--- config.mk ---
export PLATFORM = sky130hd
export DESIGN_NAME = qpsc_decoder
export DESIGN_NICKNAME = d
export VERILOG_FILES = /design/src/qpsc_pkg.sv /design/src/qpsc_decoder.sv
export SDC_FILE = /design/constraint.sdc
export NUM_CORES = 1
export LEC_CHECK = 0
export BUFFER_PORTS_ARGS = -buffer_cell sky130_fd_sc_hd__buf_4
export CAP_MARGIN = 40
export CORE_AREA = 5 5 203 205
export CTS_CLUSTER_DIAMETER = 40
export DETAILED_ROUTE_END_ITERATION = 6
export DIE_AREA = 0 0 208 210
export PLACE_DENSITY = 0.72
export RECOVER_POWER = 25
export REMOVE_ABC_BUFFERS = 1
export SLEW_MARGIN = 10
export SYNTH_ARGS = -nofsm -noshare
export SYNTH_HDL_FRONTEND = slang
export SYNTH_SLANG_ARGS = --single-unit
--- constraint.sdc ---
create_clock -name mclk -period 6.9 [get_ports mclk]
set_input_delay 0.345 -clock mclk [delete_from_list [all_inputs] [get_ports mclk]]
set_output_delay 0.345 -clock mclk [all_outputs]
set_load 0.1 [all_outputs]
--- src/qpsc_pkg.sv ---
// Purpose: shared constants, field layouts and states of the quad wiper serial decoder
// Assumes: mclk at 20 MHz, serial clock much slower than mclk
// Notes: opcodes and field layouts are the serial protocol's own encodings
package qpsc_pkg;
   localparam int MCLK_HZ = 20_000_000;
   localparam int MCLK_MHZ = MCLK_HZ / 1_000_000;
   localparam int NV_WRITE_TIME_MS = 10;
   localparam int NV_WRITE_CYC_DEF = NV_WRITE_TIME_MS * (MCLK_HZ / 1000);
   localparam int WIPER_RESP_TIME_NS = 1000;
   // least time, so rounded up
   localparam int WIPER_RESP_CYC = (WIPER_RESP_TIME_NS * MCLK_MHZ + 999) / 1000;
   localparam int NV_CNT_W = 24;
   localparam int LAT_W = 8;
   localparam int CH_N = 4;
   localparam int DR_N = 16;
   localparam int WCR_W = 6;
   localparam int TAP_N = 64;
   localparam logic [WCR_W-1:0] WCR_MAX = 6'h3f;
   localparam logic [WCR_W-1:0] WCR_MIN = 6'h00;
   localparam logic [WCR_W-1:0] WCR_RST = 6'h00;
   localparam logic [TAP_N-1:0] TAP_ONE = 64'h1;
   localparam logic [2:0] BIT_LAST = 3'h7;
   localparam logic [2:0] BIT_FIRST = 3'h0;
   localparam logic [1:0] FIELD_ZERO = 2'h0;
   localparam logic [6:0] STAT_PAD = 7'h00;
   localparam logic [3:0] OP_RD_WCR = 4'h9;
   localparam logic [3:0] OP_WR_WCR = 4'ha;
   localparam logic [3:0] OP_RD_DR = 4'hb;
   localparam logic [3:0] OP_WR_DR = 4'hc;
   localparam logic [3:0] OP_DR2WCR = 4'hd;
   localparam logic [3:0] OP_WCR2DR = 4'he;
   localparam logic [3:0] OP_GDR2WCR = 4'h1;
   localparam logic [3:0] OP_GWCR2DR = 4'h8;
   localparam logic [3:0] OP_INCDEC = 4'h2;
   localparam logic [7:0] STATUS_INSTR = 8'h51;

   typedef struct packed {
      logic [3:0] dev_type;
      logic [1:0] zeros;
      logic [1:0] bus_addr;
   } qpsc_id_t;

   typedef struct packed {
      logic [3:0] opcode;
      logic preset_index_hi;
      logic preset_index_lo;
      logic channel_select_hi;
      logic channel_select_lo;
   } qpsc_instr_t;

   typedef enum logic [1:0] {PEND_NONE, PEND_ONE, PEND_ALL} qpsc_pend_t;

   typedef enum logic [2:0] {
      S_IDLE, S_ID, S_INSTR, S_DATA_IN, S_DATA_OUT, S_STEP, S_DONE, S_IGNORE
   } qpsc_state_t;
endpackage

--- src/qpsc_decoder.sv ---
// Purpose: serial command decoder for four wiper counters and sixteen preset stores
// Assumes: serial pins are asynchronous to mclk and sampled by it; sck period >= 8 mclk
// Notes: preset stores are held in flops here; the nonvolatile array itself sits outside
`timescale 1ns/10ps
module qpsc_decoder
   import qpsc_pkg::*;
#(
   parameter logic [3:0] DEV_TYPE_CODE = 4'ha, // arbitrary device-type code
   parameter int NV_WRITE_CYC = NV_WRITE_CYC_DEF
)
(
   input wire logic mclk, // system clock
   input wire logic rst, // synchronous reset, active high
   input wire logic sck, // serial clock pin
   input wire logic cs_n, // chip select pin, active low
   input wire logic si, // serial data in pin
   input wire logic [1:0] bus_select_pins, // device address straps
   output logic so, // serial data out
   output logic so_oe, // serial out drive enable
   output logic wip, // internal nonvolatile write running
   output logic [CH_N-1:0][TAP_N-1:0] wiper_tap // one-hot tap switch enables
);

   function automatic logic [3:0] dr_idx(input qpsc_instr_t ins);
      dr_idx = {ins.channel_select_hi, ins.channel_select_lo,
                ins.preset_index_hi, ins.preset_index_lo};
   endfunction

   function automatic logic [1:0] ch_of(input qpsc_instr_t ins);
      ch_of = {ins.channel_select_hi, ins.channel_select_lo};
   endfunction

   function automatic logic [1:0] ri_of(input qpsc_instr_t ins);
      ri_of = {ins.preset_index_hi, ins.preset_index_lo};
   endfunction

   logic sck_s1_r, sck_s2_r, sck_d_r;
   logic cs_s1_r, cs_s2_r, cs_d_r;
   logic si_s1_r, si_s2_r;
   logic [1:0] adr_s1_r, adr_s2_r;
   logic sck_rise, sck_fall, cs_rise, cs_fall, byte_done;
   logic [7:0] rx_byte;
   qpsc_state_t state_r;
   logic [2:0] bit_cnt_r;
   logic [6:0] shift_r;
   qpsc_instr_t instr_r;
   qpsc_instr_t ins_rx;
   qpsc_id_t id_rx;
   logic [7:0] tx_r;
   logic so_r;
   logic [WCR_W-1:0] wiper_position_counter_r [CH_N];
   logic [WCR_W-1:0] pot_preset_store_r [DR_N];
   qpsc_pend_t pend_r;
   logic [3:0] pend_idx_r;
   logic [1:0] pend_ri_r;
   logic [WCR_W-1:0] pend_val_r;
   logic [NV_CNT_W-1:0] nv_cnt_r;
   logic [LAT_W-1:0] lat_cnt_r;
   logic [CH_N-1:0][TAP_N-1:0] tap_r;
   logic ev_wr_wcr, ev_dr2wcr, ev_gdr2wcr, ev_step, wcr_chg;
   logic ins_ok, ins_read;
   logic [7:0] rd_byte;

   // first stages feed only the second stages
   always_ff @(posedge mclk)
   begin
      if (rst)
      begin
         sck_s1_r <= 1'b0;
         sck_s2_r <= 1'b0;
         sck_d_r <= 1'b0;
         cs_s1_r <= 1'b1;
         cs_s2_r <= 1'b1;
         cs_d_r <= 1'b1;
         si_s1_r <= 1'b0;
         si_s2_r <= 1'b0;
         adr_s1_r <= FIELD_ZERO;
         adr_s2_r <= FIELD_ZERO;
      end
      else
      begin
         sck_s1_r <= sck;
         sck_s2_r <= sck_s1_r;
         sck_d_r <= sck_s2_r;
         cs_s1_r <= cs_n;
         cs_s2_r <= cs_s1_r;
         cs_d_r <= cs_s2_r;
         si_s1_r <= si;
         si_s2_r <= si_s1_r;
         adr_s1_r <= bus_select_pins;
         adr_s2_r <= adr_s1_r;
      end
   end

   assign sck_rise = sck_s2_r & ~sck_d_r & ~cs_s2_r;
   assign sck_fall = ~sck_s2_r & sck_d_r & ~cs_s2_r;
   assign cs_rise = cs_s2_r & ~cs_d_r;
   assign cs_fall = ~cs_s2_r & cs_d_r;
   assign rx_byte = {shift_r, si_s2_r};
   assign byte_done = sck_rise && (bit_cnt_r == BIT_LAST);
   assign ins_rx = qpsc_instr_t'(rx_byte);
   assign id_rx = qpsc_id_t'(rx_byte);

   // instruction validity and whether it answers with a data byte
   always_comb
   begin
      ins_ok = 1'b0;
      ins_read = 1'b0;
      case (ins_rx.opcode)
         OP_RD_WCR:
         begin
            ins_ok = (ri_of(ins_rx) == FIELD_ZERO);
            ins_read = 1'b1;
         end
         OP_WR_WCR: ins_ok = (ri_of(ins_rx) == FIELD_ZERO);
         OP_RD_DR:
         begin
            ins_ok = 1'b1;
            ins_read = 1'b1;
         end
         OP_WR_DR, OP_DR2WCR, OP_WCR2DR: ins_ok = 1'b1;
         OP_GDR2WCR, OP_GWCR2DR: ins_ok = (ch_of(ins_rx) == FIELD_ZERO);
         OP_INCDEC: ins_ok = (ri_of(ins_rx) == FIELD_ZERO);
         default:
         begin
            ins_ok = (rx_byte == STATUS_INSTR);
            ins_read = 1'b1;
         end
      endcase
   end

   // serial framing state machine
   always_ff @(posedge mclk)
   begin
      if (rst)
      begin
         state_r <= S_IDLE;
         bit_cnt_r <= BIT_FIRST;
         shift_r <= '0;
         instr_r <= '0;
      end
      else if (cs_s2_r)
      begin
         state_r <= S_IDLE;
         bit_cnt_r <= BIT_FIRST;
      end
      else if (cs_fall)
      begin
         state_r <= S_ID;
         bit_cnt_r <= BIT_FIRST;
      end
      else if (sck_rise)
      begin
         shift_r <= rx_byte[6:0];
         bit_cnt_r <= bit_cnt_r + 3'h1;
         if (byte_done)
         begin
            case (state_r)
               S_ID:
                  // zero bits are not checked so a sloppy host still gets through
                  if (id_rx.dev_type == DEV_TYPE_CODE && id_rx.bus_addr == adr_s2_r)
                     state_r <= S_INSTR;
                  else
                     state_r <= S_IGNORE;
               S_INSTR:
               begin
                  instr_r <= ins_rx;
                  if (!ins_ok)
                     state_r <= S_IGNORE;
                  else if (ins_read)
                     state_r <= S_DATA_OUT;
                  else if (ins_rx.opcode == OP_WR_WCR || ins_rx.opcode == OP_WR_DR)
                     state_r <= S_DATA_IN;
                  else if (ins_rx.opcode == OP_INCDEC)
                     state_r <= S_STEP;
                  else
                     state_r <= S_DONE;
               end
               S_DATA_IN, S_DATA_OUT: state_r <= S_DONE;
               default: state_r <= state_r;
            endcase
         end
      end
   end

   // volatile wiper events
   always_comb
   begin
      ev_wr_wcr = byte_done && state_r == S_DATA_IN && instr_r.opcode == OP_WR_WCR;
      ev_dr2wcr = byte_done && state_r == S_INSTR && ins_ok && ins_rx.opcode == OP_DR2WCR;
      ev_gdr2wcr = byte_done && state_r == S_INSTR && ins_ok && ins_rx.opcode == OP_GDR2WCR;
      ev_step = sck_rise && state_r == S_STEP;
   end

   assign wcr_chg = ev_wr_wcr | ev_dr2wcr | ev_gdr2wcr | ev_step;

   always_ff @(posedge mclk)
   begin
      if (rst)
      begin
         for (int c = 0; c < CH_N; c++)
            wiper_position_counter_r[c] <= WCR_RST;
      end
      else if (ev_wr_wcr)
         wiper_position_counter_r[ch_of(instr_r)] <= rx_byte[WCR_W-1:0];
      else if (ev_dr2wcr)
         wiper_position_counter_r[ch_of(ins_rx)] <= pot_preset_store_r[dr_idx(ins_rx)];
      else if (ev_gdr2wcr)
      begin
         for (int c = 0; c < CH_N; c++)
            wiper_position_counter_r[c] <= pot_preset_store_r[{c[1:0], ri_of(ins_rx)}];
      end
      else if (ev_step)
      begin
         if (si_s2_r && wiper_position_counter_r[ch_of(instr_r)] != WCR_MAX)
            wiper_position_counter_r[ch_of(instr_r)] <=
               wiper_position_counter_r[ch_of(instr_r)] + 6'h01;
         else if (!si_s2_r && wiper_position_counter_r[ch_of(instr_r)] != WCR_MIN)
            wiper_position_counter_r[ch_of(instr_r)] <=
               wiper_position_counter_r[ch_of(instr_r)] - 6'h01;
      end
   end

   // nonvolatile writes are queued and only land on deselect; a write request whose deselect
   // comes while a previous write runs is dropped, as the array cannot take it
   always_ff @(posedge mclk)
   begin
      if (rst)
      begin
         pend_r <= PEND_NONE;
         pend_idx_r <= '0;
         pend_ri_r <= FIELD_ZERO;
         pend_val_r <= WCR_RST;
         for (int i = 0; i < DR_N; i++)
            pot_preset_store_r[i] <= WCR_RST;
      end
      else if (cs_rise)
      begin
         pend_r <= PEND_NONE;
         if (pend_r == PEND_ONE && !wip)
            pot_preset_store_r[pend_idx_r] <= pend_val_r;
         else if (pend_r == PEND_ALL && !wip)
         begin
            for (int c = 0; c < CH_N; c++)
               pot_preset_store_r[{c[1:0], pend_ri_r}] <= wiper_position_counter_r[c];
         end
      end
      else if (cs_fall)
         pend_r <= PEND_NONE;
      else if (byte_done && state_r == S_DATA_IN && instr_r.opcode == OP_WR_DR)
      begin
         pend_r <= PEND_ONE;
         pend_idx_r <= dr_idx(instr_r);
         pend_val_r <= rx_byte[WCR_W-1:0];
      end
      else if (byte_done && state_r == S_INSTR && ins_ok && ins_rx.opcode == OP_WCR2DR)
      begin
         pend_r <= PEND_ONE;
         pend_idx_r <= dr_idx(ins_rx);
         pend_val_r <= wiper_position_counter_r[ch_of(ins_rx)];
      end
      else if (byte_done && state_r == S_INSTR && ins_ok && ins_rx.opcode == OP_GWCR2DR)
      begin
         pend_r <= PEND_ALL;
         pend_ri_r <= ri_of(ins_rx);
      end
      else if (sck_rise && state_r == S_DONE)
         pend_r <= PEND_NONE; // clocks past the frame void the write
   end

   // write-cycle timer
   always_ff @(posedge mclk)
   begin
      if (rst)
         nv_cnt_r <= '0;
      else if (cs_rise && pend_r != PEND_NONE && !wip)
         nv_cnt_r <= NV_CNT_W'(NV_WRITE_CYC);
      else if (nv_cnt_r != '0)
         nv_cnt_r <= nv_cnt_r - 1'b1;
   end

   assign wip = (nv_cnt_r != '0);

   // taps follow the counters after the response latency; a burst of steps
   // restarts the wait, so the taps settle once stepping pauses
   always_ff @(posedge mclk)
   begin
      if (rst)
      begin
         lat_cnt_r <= '0;
         for (int c = 0; c < CH_N; c++)
            tap_r[c] <= TAP_ONE << WCR_RST;
      end
      else if (wcr_chg)
         lat_cnt_r <= LAT_W'(WIPER_RESP_CYC);
      else if (lat_cnt_r != '0)
      begin
         lat_cnt_r <= lat_cnt_r - 1'b1;
         if (lat_cnt_r == LAT_W'(1))
         begin
            for (int c = 0; c < CH_N; c++)
               tap_r[c] <= TAP_ONE << wiper_position_counter_r[c];
         end
      end
   end

   assign wiper_tap = tap_r;

   // read data prepared at the end of the instruction byte
   always_comb
   begin
      case (ins_rx.opcode)
         OP_RD_WCR: rd_byte = {FIELD_ZERO, wiper_position_counter_r[ch_of(ins_rx)]};
         OP_RD_DR: rd_byte = {FIELD_ZERO, pot_preset_store_r[dr_idx(ins_rx)]};
         default: rd_byte = {STAT_PAD, wip};
      endcase
   end

   // serial out shifts on falling sck, msb first
   always_ff @(posedge mclk)
   begin
      if (rst)
      begin
         tx_r <= '0;
         so_r <= 1'b0;
      end
      else if (byte_done && state_r == S_INSTR && ins_ok && ins_read)
         tx_r <= rd_byte;
      else if (sck_fall && state_r == S_DATA_OUT)
      begin
         so_r <= tx_r[7];
         tx_r <= {tx_r[6:0], 1'b0};
      end
   end

   assign so = so_r;
   assign so_oe = (state_r == S_DATA_OUT) && !cs_s2_r;

endmodule

==> results.toml <==
[detailed_routing]
num_vias = 18235
drc = 0
drt_iter0_drc = 1699
first_pass_iters = 6
routedWlPerCell_um = 21.3
ant_nets = 0
viasPerCell = 6.25
wl_mm = 62.1

[yosys]
yosysUniqueCellTypes = 78
ys_warn_count = 0
synth.avg_cell_area_um2 = 9.89
synth_area_mm2 = 0.0215
yosys.area.top_type = "dfxtp_1"
async_flop_share_pct = 0
synth_top_area_share_pct = 32.4
synth_area_leaders = "dfxtp_1 (32%), edfxtp_1 (17%), nand3b_1 (6.9%)"
ys.flop_type = "dfxtp_1"
ys_seq_elements = 468
syn_inst = 2178
synth-edff-count = 120
synth_seq_area_share_pct = 49.1

[placed_design]
io_buffers = 265
dp.cells = 2798
dp_hpwl_mm = 41.7
post-place-ws_ns = 2.77
globalplace.congestion = 0.954

[cts]
clk_latency_ns = 0.63
cts_tree = "yes"
h-tree-depth = 2
clockBufferDepth = 3
postCtsResizedCells = 0
cts_setup_buffers = 0
cts.sinks = 468
cts_hold_buf = 5
root_buffer = "clkbuf_16"
path_clk_slew_ns = 0.05
numCtsBuffers = 60

[setup_path]
slowest_delay_ns = 2.18
crit_path_end_kind = "flop"
arrival_ns = 4.97
critPathLaunchType = "primary input"
rrSetupSlack_ns = 2.67
required_ns = 7.18
crit_start = "rst"
crit_path_frequent_cell = "nand2_1"
r2r_start = "shift_r[5]$_SDFFE_PP0P_"
r2r-end = "wiper_tap[128]$_SDFFE_PP1P_"
ff2ff_path_depth = 8
critPathMaxFanout = 109
critPathKind = "primary input to flop"
crit_path_end = "wiper_position_counter_r[2][5]$_DFFE_PP_"
cp_cell_sequence = "clkbuf_8 -> clkbuf_1 -> nor4_1 -> nand2_1 -> nand4_1 -> o21ai_0 -> nand2_1"
cp_slowest_cell = "clkbuf_1"

[global_routing]
grt_usage_pct = 27.1
grt_antenna_before_repair = 0
grt_pass1_vias = 17335
grt-ovfl-total = 0
grt_max_degree = 241
grt_pass1_wl_mm = 97.6

[power]
finalPower_uw = 7160
powerDensity_mw_per_mm2 = 285
p_leak_uw = 0.00838
ir_worst_vdd_mv = 0.209

[floorplan]
die_y_um = 210
coreArea_mm2 = 0.0393
die_area_mm2 = 0.0437
floorplan.rows = 73
start_util_pct = 54.8
dieWidth_um = 208
io_pins = 266

[timing]
slew_viol_final = 69
clock_skew_ns = 0.0318
finalSetupViolations = 0
slew_headroom_pct = -101
period_needed_ns = 4.68
worst_pin_slew_ns = 3.01
rsz0062_at_grt = "false"
layout_setup_ws_ns = 2.22
fmax_mhz = 213
hold_violations = 0
finalSetupTns_ns = 0
period_share_pct = 67.9

[hold_path]
min_path_type = "primary input to flop"

[outcome]
status = "finished with violations"
violations = "capacitance limit, slew limit"

[layout]
final_cell_mix = "dfxtp_1 (347), nand2_1 (242), clkbuf_1 (206), nand3b_1 (198), o31ai_1 (188)"
postLayoutCoreUtil_pct = 64.0
num-fill-cells = 3347
drive_above_1_share_pct = 13.0
multi_input_area_mm2 = 0.0101
nNetsFinal = 2360
mostFrequentLayoutCell = "dfxtp_1"
final-instance-count-excl-fill = 2918
regArea_mm2 = 0.0106
area_growth_pct = 16.7
n_antenna_cell = 0

[job]
cap_violations = 1
-- stage by stage --
stage                     hold slack [ns]  instance area [µm²]
final                               0.361                25100
after global routing                0.377                25100
after CTS                           0.317                25800
after detailed placement            0.403                23700
after global placement              0.403                23600
after floorplan                     0.389                20700
-- flip-flops by register name (all words and copies together) (netlist names), 2 cells and up, named ones only --
register and flops:
pend_val_r 6, pend_idx_r 4, pend_r 2, instr_r 8, bit_cnt_r 3, lat_cnt_r 8
state_r 3, adr_s1_r 2, pot_preset_store_r 96, pend_ri_r 2, wiper_position_counter_r 24, tx_r 8
adr_s2_r 2, shift_r 7, nv_cnt_r 24, wiper_tap 256
-- critical path: cells and delay by family --
kind / cells / cell delay (ns)
buffers and inverters: 2 / 2.66
AND/OR/NAND/NOR: 4 / 1.41
AO/OA/AOI/OAI: 1 / 0.43
-- layout make-up --
class	instances	share of cell area (%)
multi-input combinational	1488	40.2
clock inverter	35	1.38
tap	525	2.61
inverter	19	0.284
sequential	468	42.1
timing repair buffer	305	6.62
clock buffer	78	6.86
-- where the power goes --
part | leakage (µW) | switching, µW | total, µW | internal (µW)
logic | 0.00332 | 687 | 987 | 300
registers | 0.00405 | 104 | 3020 | 2920
clock network | 0.00101 | 1250 | 3150 | 1900
-- logic make-up after synthesis --
group,count (synthesis),synth area share [%]
flip-flops,468,49.1
AND/OR/NAND/NOR,876,21.9
adder cells (fa/ha/maj),11,0.639
multiplexers,99,8.55
XOR/XNOR,29,1.18
AO/OA/AOI/OAI,473,14.4
buffers and inverters,222,4.31
-- Yosys cell counts (20+ instances only) --
cell,n
nand3_1,53
mux2i_1,26
nor2_1,167
clkbuf_1,127
a21oi_1,96
a211oi_1,20
nand4_1,24
mux4_2,62
dfxtp_1,348
edfxtp_1,120
nand2_1,242
buf_2,63
o31ai_1,188
o21ai_0,100
nor3_1,48
nor4_1,27
nand3b_1,198
nor2b_1,31
-- routing by layer --
| metal | global-route usage, % | up-vias | part of all wire (%) |
|---|---|---|---|
| li1 | - | 8380 | - |
| met5 | 0 | - | 0 |
| met2 | 43.2 | 908 | 46 |
| met3 | 6.22 | 159 | 9.4 |
| met4 | 11.1 | 0 | 3.9 |
| met1 | 36.3 | 8788 | 40 |
-- worst min path at each step --
| stage | from | end | slack (ns) | cells after the start |
|---|---|---|---|---|
| global placement | cs_s1_r$_SDFF_PP1_ | cs_s2_r$_SDFF_PP1_ | 0.40 | 1 |
| floorplan | cs_s1_r$_SDFF_PP1_ | cs_s2_r$_SDFF_PP1_ | 0.39 | 1 |
| detailed placement | cs_s1_r$_SDFF_PP1_ | cs_s2_r$_SDFF_PP1_ | 0.40 | 1 |
| global route | rst | instr_r[6]$_SDFFE_PP0P_ | 0.38 | 2 |
| CTS | rst | adr_s1_r[0]$_SDFF_PP0_ | 0.32 | 2 |
| finish | rst | pend_ri_r[0]$_SDFFE_PP0P_ | 0.36 | 2 |
No activity file was read; power rests on OpenSTA's default activity.
